$ cat src/pdz_pkg.sv
package pdz_pkg;

    // Command encodings seen on the three command pins (cmd[2:0] of the link).
    typedef enum logic [2:0] {
        PDZ_CMD_NOP = 3'h0,
        PDZ_CMD_ACT = 3'h1,
        PDZ_CMD_PRE = 3'h2,
        PDZ_CMD_REF = 3'h3,
        PDZ_CMD_RD = 3'h4,
        PDZ_CMD_MRS = 3'h5,
        PDZ_CMD_ZQL = 3'h6,
        PDZ_CMD_ZQS = 3'h7
    } pdz_cmd_t;

    // Device power states.
    typedef enum logic [2:0] {
        PDZ_ST_RESET = 3'h0,
        PDZ_ST_IDLE = 3'h1,
        PDZ_ST_ENTRY = 3'h2,
        PDZ_ST_PPD = 3'h3,
        PDZ_ST_APD = 3'h4,
        PDZ_ST_EXIT = 3'h5,
        PDZ_ST_CAL = 3'h6
    } pdz_state_t;

    // Controller sequencer states.
    typedef enum logic [2:0] {
        PDZ_HS_IDLE = 3'h0,
        PDZ_HS_ISSUE = 3'h1,
        PDZ_HS_PD = 3'h2,
        PDZ_HS_EXIT = 3'h3,
        PDZ_HS_WAIT = 3'h4
    } pdz_hstate_t;

    localparam int CNT_W = 16;
    localparam logic [CNT_W-1:0] CNT_ZERO = 16'h0000;
    localparam logic [CNT_W-1:0] CNT_ONE = 16'h0001;
    localparam logic DLL_SLOW_EXIT = 1'b0;
    localparam logic DLL_FAST_EXIT = 1'b1;
    localparam int REFI_LIMIT_MULT = 9;
    localparam int LINK_DIV = 8;
    localparam logic [3:0] LINK_DIV_LAST = 4'h7;

    // Saturating down-counter step.
    function automatic logic [CNT_W-1:0] dec_sat(input logic [CNT_W-1:0] v);
        return (v == CNT_ZERO) ? CNT_ZERO : v - CNT_ONE;
    endfunction

endpackage

$ cat src/pdz_link_if.sv
`timescale 1ns/100ps
interface pdz_link_if;
    logic link_clk;
    logic cke;
    logic reset_n;
    logic term_ctrl;
    logic [2:0] cmd;
    logic [2:0] bank;
    modport dev (
        input link_clk,
        input cke,
        input reset_n,
        input term_ctrl,
        input cmd,
        input bank
    );
    modport host (
        output link_clk,
        output cke,
        output reset_n,
        output term_ctrl,
        output cmd,
        output bank
    );
endinterface

$ cat src/pdz_device.sv
`timescale 1ns/100ps
// Notes on behaviour
// - Enter power-down on clock-enable low with no-operation.
// - Controller keeps clock-enable high during busy commands.
// - All banks closed gives precharge, else active.
// - Controller resets loop after unlocked power-down exit; the host does not, it only waits the loop-dependent exit latency.
// - Buffers off; no-operation held through entry delay.
// - Active power-down keeps loop, always fast exit.
// - Mode bit 0 slow exit, 1 fast exit.
// - Slow exit: reads wait loop-dependent latency.
// - Controller holds clock-enable low, reset high.
// - Reset low forces exit into reset state.
// - Clock-enable low held minimum pulse before exit.
// - Clock-enable high held minimum pulse before entry.
// - Power-down no longer than nine refresh intervals.
// - Exit on clock-enable high with no-operation.
// - Refresh between exit and entry needs latencies.
// - After early entry, only no-operation until refresh done.
// - Long calibration: initial window first, operating after.
// - Short calibration within short window, 64 cycles.
// - Controller keeps channel quiet during calibration.
// - Banks precharged, termination off before calibration; the host ties termination off but does not check for open banks.
// - No recalibration on self-refresh exit unless commanded.
// - Shared resistor: calibration windows never overlap.
module pdz_device (
    // System
    input wire logic clk_sys_i,
    input wire logic arst_n_i,
    // Link
    pdz_link_if.dev link,
    // Configuration
    input wire logic dll_control_mode_bit_i,
    input wire logic dll_locked_i,
    input wire logic [pdz_pkg::CNT_W-1:0] entry_command_hold_delay_i,
    input wire logic [pdz_pkg::CNT_W-1:0] short_exit_latency_i,
    input wire logic [pdz_pkg::CNT_W-1:0] loop_dependent_exit_latency_i,
    input wire logic [pdz_pkg::CNT_W-1:0] initial_calibration_window_i,
    input wire logic [pdz_pkg::CNT_W-1:0] operating_calibration_window_i,
    input wire logic [pdz_pkg::CNT_W-1:0] short_calibration_window_i,
    // Status
    output logic in_powerdown_o,
    output logic active_powerdown_o,
    output logic dll_running_o,
    output logic cmd_rx_enabled_o,
    output logic io_buffers_enabled_o,
    output logic calibrating_o,
    output logic cal_update_o,
    output logic any_ready_o,
    output logic dll_ready_o,
    output logic in_reset_o
);

    ////////////////////////////////////////////////////////////////////////////

    typedef struct packed {
        logic [1:0] clk_sync;
        logic [1:0] rst_sync;
        logic [1:0] cke_sync;
        logic [1:0] term_sync;
        logic [5:0] cmd_sync;
        logic [5:0] bank_sync;
        logic clk_prev;
        pdz_pkg::pdz_state_t state;
        logic [7:0] open_banks;
        logic cal_done_once;
        logic slow_exit;
        logic apd;
        logic dll_on;
        logic rx_on;
        logic cal_upd;
        logic [pdz_pkg::CNT_W-1:0] ent_cnt;
        logic [pdz_pkg::CNT_W-1:0] xp_cnt;
        logic [pdz_pkg::CNT_W-1:0] xpdll_cnt;
        logic [pdz_pkg::CNT_W-1:0] cal_cnt;
    } pdz_dev_t;

    pdz_dev_t q;
    pdz_dev_t d;
    logic edge_w;
    logic cke_w;
    pdz_pkg::pdz_cmd_t cmd_w;

    // No open bank decides both the kind of power-down and whether the loop may stop.
    function automatic logic banks_closed(input logic [7:0] open_mask);
        return (open_mask == 8'h00);
    endfunction

    assign edge_w = q.clk_sync[1] & ~q.clk_prev;
    assign cke_w = q.cke_sync[1];
    assign cmd_w = pdz_pkg::pdz_cmd_t'(q.cmd_sync[5:3]);

    always_comb begin
        d = q;
        d.cal_upd = 1'b0;
        // Link pins are asynchronous to clk_sys_i, so each passes two flops.
        d.clk_sync = {q.clk_sync[0], link.link_clk};
        d.rst_sync = {q.rst_sync[0], link.reset_n};
        d.cke_sync = {q.cke_sync[0], link.cke};
        d.term_sync = {q.term_sync[0], link.term_ctrl};
        d.cmd_sync = {q.cmd_sync[2:0], link.cmd};
        d.bank_sync = {q.bank_sync[2:0], link.bank};
        d.clk_prev = q.clk_sync[1];
        if (!q.rst_sync[1]) begin
            d.state = pdz_pkg::PDZ_ST_RESET;
            d.open_banks = 8'h00;
            d.cal_done_once = 1'b0;
            d.dll_on = 1'b1;
            d.rx_on = 1'b1;
            // Power-down status is cleared too, so a reset leaves either kind of power-down.
            d.apd = 1'b0;
            d.slow_exit = 1'b0;
            d.ent_cnt = pdz_pkg::CNT_ZERO;
            d.xp_cnt = pdz_pkg::CNT_ZERO;
            d.xpdll_cnt = pdz_pkg::CNT_ZERO;
            d.cal_cnt = pdz_pkg::CNT_ZERO;
        end else if (edge_w) begin
            d.ent_cnt = pdz_pkg::dec_sat(q.ent_cnt);
            d.xp_cnt = pdz_pkg::dec_sat(q.xp_cnt);
            d.xpdll_cnt = pdz_pkg::dec_sat(q.xpdll_cnt);
            d.cal_cnt = pdz_pkg::dec_sat(q.cal_cnt);
            unique case (q.state)
                pdz_pkg::PDZ_ST_RESET: begin
                    d.state = pdz_pkg::PDZ_ST_IDLE;
                end
                pdz_pkg::PDZ_ST_IDLE, pdz_pkg::PDZ_ST_EXIT: begin
                    if (q.state == pdz_pkg::PDZ_ST_EXIT && q.xp_cnt <= pdz_pkg::CNT_ONE) begin
                        d.state = pdz_pkg::PDZ_ST_IDLE;
                    end
                    if (!cke_w && cmd_w == pdz_pkg::PDZ_CMD_NOP) begin
                        d.state = pdz_pkg::PDZ_ST_ENTRY;
                        d.ent_cnt = entry_command_hold_delay_i;
                    end else if (cke_w && q.state == pdz_pkg::PDZ_ST_IDLE) begin
                        unique case (cmd_w)
                            pdz_pkg::PDZ_CMD_ACT: d.open_banks[q.bank_sync[5:3]] = 1'b1;
                            pdz_pkg::PDZ_CMD_PRE: d.open_banks[q.bank_sync[5:3]] = 1'b0;
                            pdz_pkg::PDZ_CMD_ZQL: begin
                                d.state = pdz_pkg::PDZ_ST_CAL;
                                d.cal_cnt = q.cal_done_once ? operating_calibration_window_i
                                                            : initial_calibration_window_i;
                                d.cal_done_once = 1'b1;
                            end
                            pdz_pkg::PDZ_CMD_ZQS: begin
                                d.state = pdz_pkg::PDZ_ST_CAL;
                                d.cal_cnt = short_calibration_window_i;
                            end
                            default: d.open_banks = q.open_banks;
                        endcase
                    end
                end
                pdz_pkg::PDZ_ST_ENTRY: begin
                    // Receivers stay on until the entry delay expires.
                    if (q.ent_cnt <= pdz_pkg::CNT_ONE) begin
                        d.rx_on = 1'b0;
                        d.apd = !banks_closed(q.open_banks);
                        d.state = banks_closed(q.open_banks) ? pdz_pkg::PDZ_ST_PPD : pdz_pkg::PDZ_ST_APD;
                        // An open bank keeps the loop running whatever the mode bit says.
                        d.slow_exit = banks_closed(q.open_banks) &&
                                      (dll_control_mode_bit_i == pdz_pkg::DLL_SLOW_EXIT);
                        d.dll_on = !(banks_closed(q.open_banks) &&
                                     (dll_control_mode_bit_i == pdz_pkg::DLL_SLOW_EXIT));
                    end
                end
                pdz_pkg::PDZ_ST_PPD, pdz_pkg::PDZ_ST_APD: begin
                    // Only clock-enable high with a no-operation command is watched here; other inputs are ignored.
                    if (cke_w && cmd_w == pdz_pkg::PDZ_CMD_NOP) begin
                        d.state = pdz_pkg::PDZ_ST_EXIT;
                        d.rx_on = 1'b1;
                        d.dll_on = 1'b1;
                        d.apd = 1'b0;
                        d.xp_cnt = short_exit_latency_i;
                        d.xpdll_cnt = q.slow_exit ? loop_dependent_exit_latency_i
                                                  : short_exit_latency_i;
                    end
                end
                pdz_pkg::PDZ_ST_CAL: begin
                    // New impedance values take effect with the update pulse at the end of the window.
                    if (q.cal_cnt <= pdz_pkg::CNT_ONE) begin
                        d.cal_upd = 1'b1;
                        d.state = pdz_pkg::PDZ_ST_IDLE;
                    end
                end
                default: d.state = pdz_pkg::PDZ_ST_RESET;
            endcase
        end
    end

    always_ff @(posedge clk_sys_i or negedge arst_n_i) begin
        if (!arst_n_i) begin
            q <= '0;
        end else begin
            q <= d;
        end
    end

    ////////////////////////////////////////////////////////////////////////////

    assign in_powerdown_o = (q.state == pdz_pkg::PDZ_ST_PPD) || (q.state == pdz_pkg::PDZ_ST_APD);
    assign active_powerdown_o = q.apd;
    assign dll_running_o = q.dll_on & dll_locked_i;
    assign cmd_rx_enabled_o = q.rx_on;
    assign io_buffers_enabled_o = q.rx_on;
    assign calibrating_o = (q.state == pdz_pkg::PDZ_ST_CAL);
    assign cal_update_o = q.cal_upd;
    assign any_ready_o = (q.state == pdz_pkg::PDZ_ST_IDLE);
    assign dll_ready_o = (q.state == pdz_pkg::PDZ_ST_IDLE) && (q.xpdll_cnt == pdz_pkg::CNT_ZERO);
    assign in_reset_o = (q.state == pdz_pkg::PDZ_ST_RESET);

endmodule // pdz_device

$ cat src/flat_wrapper.sv
// flat-port wrapper written by rule: the top's interface ports become plain ports
module pdz_device_flat 
  (clk_sys_i, arst_n_i, dll_control_mode_bit_i, dll_locked_i, entry_command_hold_delay_i, short_exit_latency_i, loop_dependent_exit_latency_i, initial_calibration_window_i, operating_calibration_window_i, short_calibration_window_i, in_powerdown_o, active_powerdown_o, dll_running_o, cmd_rx_enabled_o, io_buffers_enabled_o, calibrating_o, cal_update_o, any_ready_o, dll_ready_o, in_reset_o, link_link_clk, link_cke, link_reset_n, link_term_ctrl, link_cmd, link_bank);
  pdz_link_if link_i ();
  input wire logic clk_sys_i;
  input wire logic arst_n_i;
  input wire logic dll_control_mode_bit_i;
  input wire logic dll_locked_i;
  input wire logic [pdz_pkg::CNT_W-1:0] entry_command_hold_delay_i;
  input wire logic [pdz_pkg::CNT_W-1:0] short_exit_latency_i;
  input wire logic [pdz_pkg::CNT_W-1:0] loop_dependent_exit_latency_i;
  input wire logic [pdz_pkg::CNT_W-1:0] initial_calibration_window_i;
  input wire logic [pdz_pkg::CNT_W-1:0] operating_calibration_window_i;
  input wire logic [pdz_pkg::CNT_W-1:0] short_calibration_window_i;
  output logic in_powerdown_o;
  output logic active_powerdown_o;
  output logic dll_running_o;
  output logic cmd_rx_enabled_o;
  output logic io_buffers_enabled_o;
  output logic calibrating_o;
  output logic cal_update_o;
  output logic any_ready_o;
  output logic dll_ready_o;
  output logic in_reset_o;
  input wire logic [$bits(link_i.link_clk)-1:0] link_link_clk;
  input wire logic [$bits(link_i.cke)-1:0] link_cke;
  input wire logic [$bits(link_i.reset_n)-1:0] link_reset_n;
  input wire logic [$bits(link_i.term_ctrl)-1:0] link_term_ctrl;
  input wire logic [$bits(link_i.cmd)-1:0] link_cmd;
  input wire logic [$bits(link_i.bank)-1:0] link_bank;
  assign link_i.link_clk = link_link_clk;
  assign link_i.cke = link_cke;
  assign link_i.reset_n = link_reset_n;
  assign link_i.term_ctrl = link_term_ctrl;
  assign link_i.cmd = link_cmd;
  assign link_i.bank = link_bank;
  pdz_device u_core (.clk_sys_i(clk_sys_i), .arst_n_i(arst_n_i), .link(link_i), .dll_control_mode_bit_i(dll_control_mode_bit_i), .dll_locked_i(dll_locked_i), .entry_command_hold_delay_i(entry_command_hold_delay_i), .short_exit_latency_i(short_exit_latency_i), .loop_dependent_exit_latency_i(loop_dependent_exit_latency_i), .initial_calibration_window_i(initial_calibration_window_i), .operating_calibration_window_i(operating_calibration_window_i), .short_calibration_window_i(short_calibration_window_i), .in_powerdown_o(in_powerdown_o), .active_powerdown_o(active_powerdown_o), .dll_running_o(dll_running_o), .cmd_rx_enabled_o(cmd_rx_enabled_o), .io_buffers_enabled_o(io_buffers_enabled_o), .calibrating_o(calibrating_o), .cal_update_o(cal_update_o), .any_ready_o(any_ready_o), .dll_ready_o(dll_ready_o), .in_reset_o(in_reset_o));
endmodule
$ cat config.mk
export PLATFORM = sky130hd
export DESIGN_NAME = pdz_device_flat
export DESIGN_NICKNAME = d
export VERILOG_FILES = /design/src/pdz_pkg.sv /design/src/pdz_link_if.sv /design/src/pdz_device.sv /design/src/flat_wrapper.sv
export SDC_FILE = /design/constraint.sdc
export NUM_CORES = 1
export LEC_CHECK = 0
export BUFFER_PORTS_ARGS = -buffer_cell sky130_fd_sc_hd__buf_2
export CORE_ASPECT_RATIO = 1.5
export CORE_MARGIN = 5
export CORE_UTILIZATION = 50
export CTS_CLUSTER_DIAMETER = 80
export CTS_CLUSTER_SIZE = 24
export DETAILED_ROUTE_END_ITERATION = 8
export GPL_TIMING_DRIVEN = 0
export PLACE_DENSITY_LB_ADDON = 0.05
export SLEW_MARGIN = 15
export SYNTH_ARGS = -nofsm -noshare
export SYNTH_HDL_FRONTEND = slang
export SYNTH_SLANG_ARGS = --single-unit
$ cat constraint.sdc
create_clock -name clk_sys_i -period 4.28 [get_ports clk_sys_i]
set_input_delay 0.214 -clock clk_sys_i [delete_from_list [all_inputs] [get_ports clk_sys_i]]
set_output_delay 0.214 -clock clk_sys_i [all_outputs]
set_load 0.01 [all_outputs]
## Yosys cells after proc, flatten, opt, wreduce, memory -nomap -nowiden

Cells that the tools add are included.

- $add $sub $neg: 4
- $lt $le $gt $ge: 5
- Equality and inequality tests: 22
- Muxes and demuxes: 39
- Bitwise logic cells: 7
- Reduce and logical (&&, ||, !) cells: 26

Operators by type and width:

| cell | count |
|---|---|
| 2-to-1 mux 16 bit | 12 |
| 2-to-1 mux 81 bit | 1 |
| logical NOT 16 bit | 4 |
| 2-to-1 mux 32 bit | 2 |
| 2-to-1 mux 64 bit | 1 |
| subtractor 16 x 1 -> 16 bit, second input constant | 4 |
| <= comparator 16 x 1 -> 1 bit, second input constant | 3 |
| case mux 16 bit (2 select lines) | 1 |
| 2-to-1 mux 3 bit | 8 |
| 2-to-1 mux 9 bit | 2 |
| case mux 8 bit (2 select lines) | 1 |
| equality test 3 bit, second input constant | 5 |
| != test 3 bit, second input constant | 5 |
| case mux 3 bit (5 select lines) | 1 |
| != test 2 bit, second input constant | 7 |
| 2-to-1 mux 12 bit | 1 |
| AND reduction 5 bit | 2 |
| equality test 3 x 2 -> 1 bit, second input constant | 3 |
| bitwise AND 8 bit | 1 |
| logical NOT 8 bit | 1 |
| inverter 8 bit | 1 |
| OR 8 bit | 1 |
| AND reduction 4 bit | 2 |
| logical AND 1 bit | 7 |
| other kinds (14) | 27 |

- Flip-flop bits (word level): 100
- Input port bits: 110
- Output and inout port bits: 10
- Word-level logic and storage cells: 121

## Logic depth before layout (Yosys ltp)

Gate-level depths: netlist (run 1).

- Depth after elaboration: 12
- Gate-level depth with buffers: 8
- Mapped depth without buffers: 7

## Least setup slack after synthesis (run 1)

No wires, ideal clock.

- Path type: register to register
- From: reg u_core.q[53] (netlist name)
- To: reg u_core.q[66] (netlist name)
- Setup time: 0.137 ns
- Arrival time: 2.140 ns
- Data required time: 4.143 ns
- Slack: 2.003 ns
- Stages on the path, launching flop included: 8
- Buffers on the path: 2
- Clock period less this slack: 2.277 ns
- Cell sequence: dfrtp_1 -> or4_1 -> buf_2 -> or2_1 -> buf_2 -> or4_4 -> nor4b_2 -> o21ai_1

- Cells in the longest elaborated chain, start to end: 3

Ends and longest elaborated chain:

| item | RTL line | source |
|---|---|---|
| start: declaration | pdz_device.sv:77 | `pdz_dev_t q;` |
| start signal: assignment | pdz_device.sv:189 | `q <= '0;` |
| start signal: assignment | pdz_device.sv:191 | `q <= d;` |
| <= comparator 16 x 1 -> 1 bit | pdz_device.sv:152 | `if (q.ent_cnt <= pdz_pkg::CNT_ONE) begin` |
| != test 3 bit (no line) | - |  |
| AND reduction 4 bit (no line) | - |  |

No other way between the ends.
A chain may end at the register's enable or synchronous reset.

## Final worst setup path (run 1)

- From: reg u_core.q (netlist bit u_core.cmd_w[2])
- To: reg u_core.q[58] (netlist name)

- Cells in the longest elaborated chain, start to end: 6

Ends and longest elaborated chain:

| item | RTL line | source |
|---|---|---|
| logical NOT 3 bit | pdz_device.sv:129 | `if (!cke_w && cmd_w == pdz_pkg::PDZ_CMD_NOP) begin` |
| logical AND 1 bit | pdz_device.sv:129 |  |
| 2-to-1 mux 16 bit | pdz_device.sv:129 |  |
| 2-to-1 mux 16 bit | pdz_device.sv:121 | `unique case (q.state)` |
| 2-to-1 mux 81 bit | pdz_device.sv:116 | `end else if (edge_w) begin` |
| 2-to-1 mux 64 bit | pdz_device.sv:103 | `if (!q.rst_sync[1]) begin` |

No other way between the ends. The select of a mux whose other input is x is not followed.

==> reports/qor.txt, run 1 <==
Outcome - complete, no violations
Ant. Diodes - 0
Post-Synthesis Cells - 735
DRC viols - 0
Die outline height - 149 µm
Via Count - 6,713
Clock Skews - 0.0129 ns
Number of synthesized flops with an enable pin - 0
Worst-skew pair later-pin latency - 0.36 ns
CP required - 4.53 ns
Synth warn - 0
I/O Pins - 120
Largest net degree at the start of global routing - 60
Hold Startpoint - short_exit_latency_i[11]
Worst-path clk slew - 0.08 ns
Data arrival, critical path - 3.17 ns
Placer Congestion - 0.977
Mapped Area - 0.00642 mm²
Worst Setup Start Kind - register
Met2 GRT Util - 51.8%
Crit share post-route - 68.2%
Worst r2r dst - u_core.q[58]
RR Startpoint - u_core.cmd_w[2]
Remaining global-route overflow - 0
Avg Cell Area, Syn - 8.73 µm²
Initial antenna violation count - 0
Distinct cells, synth - 74
TritonCTS sink count - 100
Endpoint class of the critical path - register
Total CTS buffers - 9
Remaining antenna violation count - 0
Final setup vio count - 0
Total die area - 0.0152 mm²
Chip Width - 103 µm
Starting Density - 51.3%
VDD IR max - 0.528 mV
Clock Path Buffers - 2
# port buffers - 118
FP Rows - 50
Dpl hpwl - 16.8 mm
Crit-path max cell delay - 0.47 ns
Async set-reset flop share out of synthesis - 100%
Syn nets - 854
RSZ-0062 raised after global routing - no
DR WL/cell - 21.9 µm
Final max-slew violation count - 0
TNS Setup - 0 ns
Sequential element share of the synthesized area - 39.0%
Via count of the first global-routing pass - 6,859
Total Wirelength - 22.6 mm
CP Max Fanout - 10
Leading cell type in the layout, fill and taps excluded - buf_2
# H-tree levels - 3
Hold Crit Class - in -> reg
Routed vias/inst - 6.48
Max Cap Viol - 0
Final hold vios - 0
Slew @ Worst Pin - 0.908 ns
Tot GR Track Use - 29.9%
First-pass GRT wire length - 35.5 mm
Worst R2R Setup Slack - 1.36 ns
WHS Path Cells - 2
Crit path kind - reg -> reg
Grt peak-use layer - met2
Slew headroom - 39.5%
R2R depth - 8
Number of synthesized register bits - 100
First-pass DRT Iterations - 6
Clk root buf - clkbuf_16
Core ar. - 0.0125 mm²
Tot Pwr - 3850 µW
Time the worst path needs with I/O delays and setup - 2.92 ns
Final nets - 994
1st-iter DRT viols - 498
Area Overhead vs Synth - 18.9%
Max Fclk - 342 MHz
CTS tree - done
GRT met3 Usage - 4.54%
Layout cells sized above 1 - 18.2%
Critical path's slowest cell - nor4_1
Most frequent cells in the layout - buf_2 (121), dfrtp_1 (100), nand2_1 (68)
Most used flip-flop cell after synthesis - dfrtp_1
Worst-path cell chain - clkbuf_1, nor4_1, nor2b_1, clkbuf_1, a41o_1, clkbuf_1, o21ai_0, a32o_1
Cell Pwr Density - 505 mW/mm²
Hold EP - u_core.q[43]
Met1 GRT Util - 36.2%
Leakage - 0.00327 µW
Crit-path most repeated cell - clkbuf_1
Fillcell total - 1,121
registers in the layout, summed over array words and instances, names as in the netlist:
name	count
u_core.active_powerdown_o	1
u_core.cmd_rx_enabled_o	1
u_core.q	83
u_core.cmd_w	3
u_core.cal_update_o	1
u_core.d	10
u_core.cke_w	1
stage by stage:
step	std cells	hold WS, ns	worst slack, ns	area (µm²)	util, %
finish	1036	0.122	1.36	7630	61.0
global route	1036	0.125	1.23	7630	61.0
CTS	1036	0.109	1.41	7630	61.0
detailed placement	1010	0.158	1.45	7240	57.9
global placement	1009	0.322	1.46	7200	57.6
floorplan	735	-0.0816	2.00	6420	-
timing repair:
| action | 4_1_cts | 5_1_grt |
|---|---|---|
| gates resized for setup | 0 | 0 |
| hold buffers | 10 | 0 |
| buffers inserted | 0 | 0 |
| endpoints found under the hold margin | 50 | 0 |
area by class of cell:
cell class	instances	area [µm²]	share of cell area [%]
Timing Repair Buffer	129	724	9.49
Clock buffer	9	225	2.95
Clock inverter	7	66.3	0.869
Multi-Input combinational cell	564	3640	47.7
Buffer	54	215	2.82
Tap cell	156	195	2.56
Sequential cell	100	2500	32.8
Inverter	17	63.8	0.836
per-layer routing:
metal,vias up,share of wire [%],wire [µm]
met5,-,0,0
met4,0,4.2,941
met3,80,6.5,1480
met2,311,51,11600
met1,3234,38,8640
li1,3088,-,-
critical path: cells and delay by family (launching register included):
family	cells	cell delay, ns
and+or+nand+nor	2	0.66
AOI/OAI and AO/OA	3	0.76
buffers and inverters	3	1.02
DFF	1	0.36
cell families (layout without fill, tap and decap cells):
| group | Yosys count | count (layout) | synth area share, % |
|---|---|---|---|
| fa+ha+maj | 9 | 9 | 1.75 |
| buf+inv | 71 | 216 | 4.35 |
| xor+xnor | 10 | 10 | 1.36 |
| simple gates | 261 | 261 | 21.4 |
| mux | 41 | 41 | 6.49 |
| compound gates | 243 | 243 | 25.7 |
| flops | 100 | 100 | 39.0 |
power by group:
part / total (µW) / leakage (µW) / internal [µW] / switching (µW)
clock network: 814 / 0.000144 / 410 / 403
logic: 1790 / 0.00181 / 710 / 1080
registers: 1250 / 0.00132 / 1080 / 168
total: 3850 / 0.00327 / 2200 / 1650
how the worst max path moves through the flow:
stage          cells past startpoint  slack, ns            start           end
2_1_floorplan                      7       2.00     u_core.q[53]  u_core.q[66]
3_5_place_dp                       8       1.45  u_core.cmd_w[2]  u_core.q[58]
3_3_place_gp                       7       1.46     u_core.q[79]  u_core.q[28]
6_report                           8       1.36  u_core.cmd_w[2]  u_core.q[58]
5_1_grt                            8       1.23  u_core.cmd_w[2]  u_core.q[60]
4_1_cts                            8       1.41  u_core.cmd_w[2]  u_core.q[58]
synthesized netlist by cell type (all sizes together) (6+ instances only):
| cell | number | area [µm²] |
|---|---|---|
| nand3b | 6 | 45.0 |
| or3 | 8 | 50.1 |
| o22ai | 13 | 81.3 |
| nor4 | 22 | 144 |
| nor2b | 6 | 37.5 |
| a31oi | 9 | 56.3 |
| o21ai | 66 | 334 |
| mux2i | 36 | 360 |
| nand3 | 11 | 55.1 |
| nor3b | 8 | 60.1 |
| nor2 | 55 | 206 |
| o41ai | 6 | 52.6 |
| clkbuf | 42 | 158 |
| a21oi | 46 | 234 |
| nand4 | 8 | 50.1 |
| o31ai | 11 | 82.6 |
| dfrtp | 100 | 2500 |
| nand2 | 68 | 255 |
| a22oi | 6 | 45.0 |
| a2bb2oi | 12 | 105 |
| inv | 16 | 60.1 |
| or4 | 13 | 105 |
| o31a | 6 | 52.6 |
| nand2b | 7 | 43.8 |
| ha | 9 | 113 |
| xor2 | 7 | 61.3 |
| a32o | 13 | 130 |
| buf | 12 | 57.6 |
| o21a | 7 | 52.6 |
| nor3 | 25 | 125 |
(Power assumes the default switching activity.)
==> run 2: changes to the inputs <==
- clock period: 4.28 -> 2.8 ns (I/O delays scaled with it)
==> run 2 against run 1 <==
Combinational power grew 53%. Worst setup slack lost 1.2 ns. Clock power grew 52%. Highest routed layer unchanged. Final area grew 0.30%. Critical endpoint is now u_core.q[16]. Critical path type unchanged. Fmax grew 12%. Critical path depth is the same. Cell count is the same. Die area is the same. Sequential power grew 53%. Largest power group unchanged. Clock skew shrank 0.0044 ns.
==> reports/qor.txt, run 2 (synthesized netlist as in run 1, its figures left out) <==
Outcome - complete, no violations
I/O Pins - 120
Largest net degree at the start of global routing - 60
Clock Path Buffers - 2
Final setup vio count - 0
Remaining global-route overflow - 0
Total CTS buffers - 9
Tot GR Track Use - 30.0%
Crit path kind - reg -> reg
# H-tree levels - 3
Dpl hpwl - 16.8 mm
Most frequent cells in the layout - buf_2 (122), dfrtp_1 (100), nand2_1 (68)
FP Rows - 50
Worst-skew pair later-pin latency - 0.36 ns
Endpoint class of the critical path - register
Hold Crit Class - in -> reg
Slew @ Worst Pin - 0.906 ns
Max Cap Viol - 0
Worst R2R Setup Slack - 0.19 ns
1st-iter DRT viols - 528
Initial antenna violation count - 0
Tot Pwr - 5900 µW
Leading cell type in the layout, fill and taps excluded - buf_2
Worst Setup Start Kind - register
Via count of the first global-routing pass - 6,861
Layout cells sized above 1 - 19.0%
Ant. Diodes - 0
Placer Congestion - 0.977
Worst-path cell chain - clkbuf_1, and3b_1, o21ai_1, clkbuf_1, buf_2, nor2_1, a21oi_1, a21oi_1
DRC viols - 0
Starting Density - 51.3%
Cell Pwr Density - 770 mW/mm²
Time the worst path needs with I/O delays and setup - 2.61 ns
DR WL/cell - 21.8 µm
Clock Skews - 0.00844 ns
Via Count - 6,715
Total die area - 0.0152 mm²
Slew headroom - 39.0%
Data arrival, critical path - 2.81 ns
CTS tree - done
CP required - 3.00 ns
Clk root buf - clkbuf_16
Worst-path clk slew - 0.08 ns
CP Max Fanout - 10
Core ar. - 0.0125 mm²
Crit-path max cell delay - 0.48 ns
Area Overhead vs Synth - 19.2%
Chip Width - 103 µm
Critical path's slowest cell - clkbuf_1
TritonCTS sink count - 100
Die outline height - 149 µm
Final nets - 994
Total Wirelength - 22.6 mm
RSZ-0062 raised after global routing - no
Final max-slew violation count - 0
First-pass GRT wire length - 35.5 mm
VDD IR max - 0.810 mV
Fillcell total - 1,115
Crit share post-route - 93.3%
Routed vias/inst - 6.48
Final hold vios - 0
Max Fclk - 383 MHz
# port buffers - 118
Remaining antenna violation count - 0
First-pass DRT Iterations - 5
Number of flip-flops in the largest register - 83
Leakage - 0.00329 µW
Post-CTS setup buffers - 0
Most flops, register - u_core.q
Layout Utilization - 61.2%
[run 2: cell counts in the layout (fill, tap and decap cells not counted)]
No cell type changed its count.
[run 2: worst max-delay path, delay by kind of cell (launching register included)]
family | cells | cell delay, ns
compound gates | 3 | 0.62
simple gates | 2 | 0.34
flops | 1 | 0.39
buf+inv | 3 | 1.11
[run 2: final cells by class]
cell class / count / area, µm² / area share [%]
clock inverter: 7 / 66.3 / 0.867
sequential: 100 / 2500 / 32.7
clock buffer: 9 / 225 / 2.94
buffer: 54 / 220 / 2.88
inverter: 17 / 63.8 / 0.834
multi-input combinational: 564 / 3650 / 47.8
tap: 156 / 195 / 2.55
timing repair buffer: 129 / 724 / 9.47
[run 2: what timing repair did]
item,4_1_cts,5_1_grt
endpoints found under the setup margin,6,19
gates cloned,0,0
hold buffers,10,0
hold endpoints to repair,50,0
pin swaps,0,0
gates resized for setup,2,7
[run 2: through the flow]
stage / worst slack, ns / cells / instance area (µm²) / TNS [ns] / hold WS [ns]
after floorplan: 0.523 / 735 / 6420 / 0 / -0.156
after global placement: -0.0214 / 1009 / 7200 / -0.0214 / 0.248
final: 0.188 / 1036 / 7650 / 0 / 0.0419
after global routing: 0.0402 / 1036 / 7650 / 0 / 0.0512
after detailed placement: -0.0337 / 1010 / 7240 / -0.0415 / 0.0835
after CTS: 0.0340 / 1036 / 7630 / 0 / 0.0349
[run 2: power by group]
part | internal (µW) | switching (µW)
logic | 1090 | 1660
registers | 1650 | 260
clock network | 627 | 613
[run 2: worst paths after layout]
| kind | from | end | cells past startpoint |
|---|---|---|---|
| worst max-delay path | u_core.q[79] | u_core.q[16] | 8 |
| worst min-delay path | short_exit_latency_i[11] | u_core.q[43] | 2 |
| worst max register to register | u_core.q[79] | u_core.q[16] | 8 |
| worst min register to register | u_core.d[101] | u_core.d[81] | 0 |
| max in group asynchronous | arst_n_i | u_core.q[33] | 3 |
| min in group asynchronous | arst_n_i | u_core.d[87] | 2 |
[run 2: per-layer routing]
metal / wire length [µm] / global-route usage (%) / up-vias
li1: - / - / 3090
met1: 8590 / 36.3 / 3249
met2: 11700 / 51.7 / 302
met3: 1440 / 4.45 / 74
met4: 901 / 13.3 / 0
met5: 0 / 0 / -
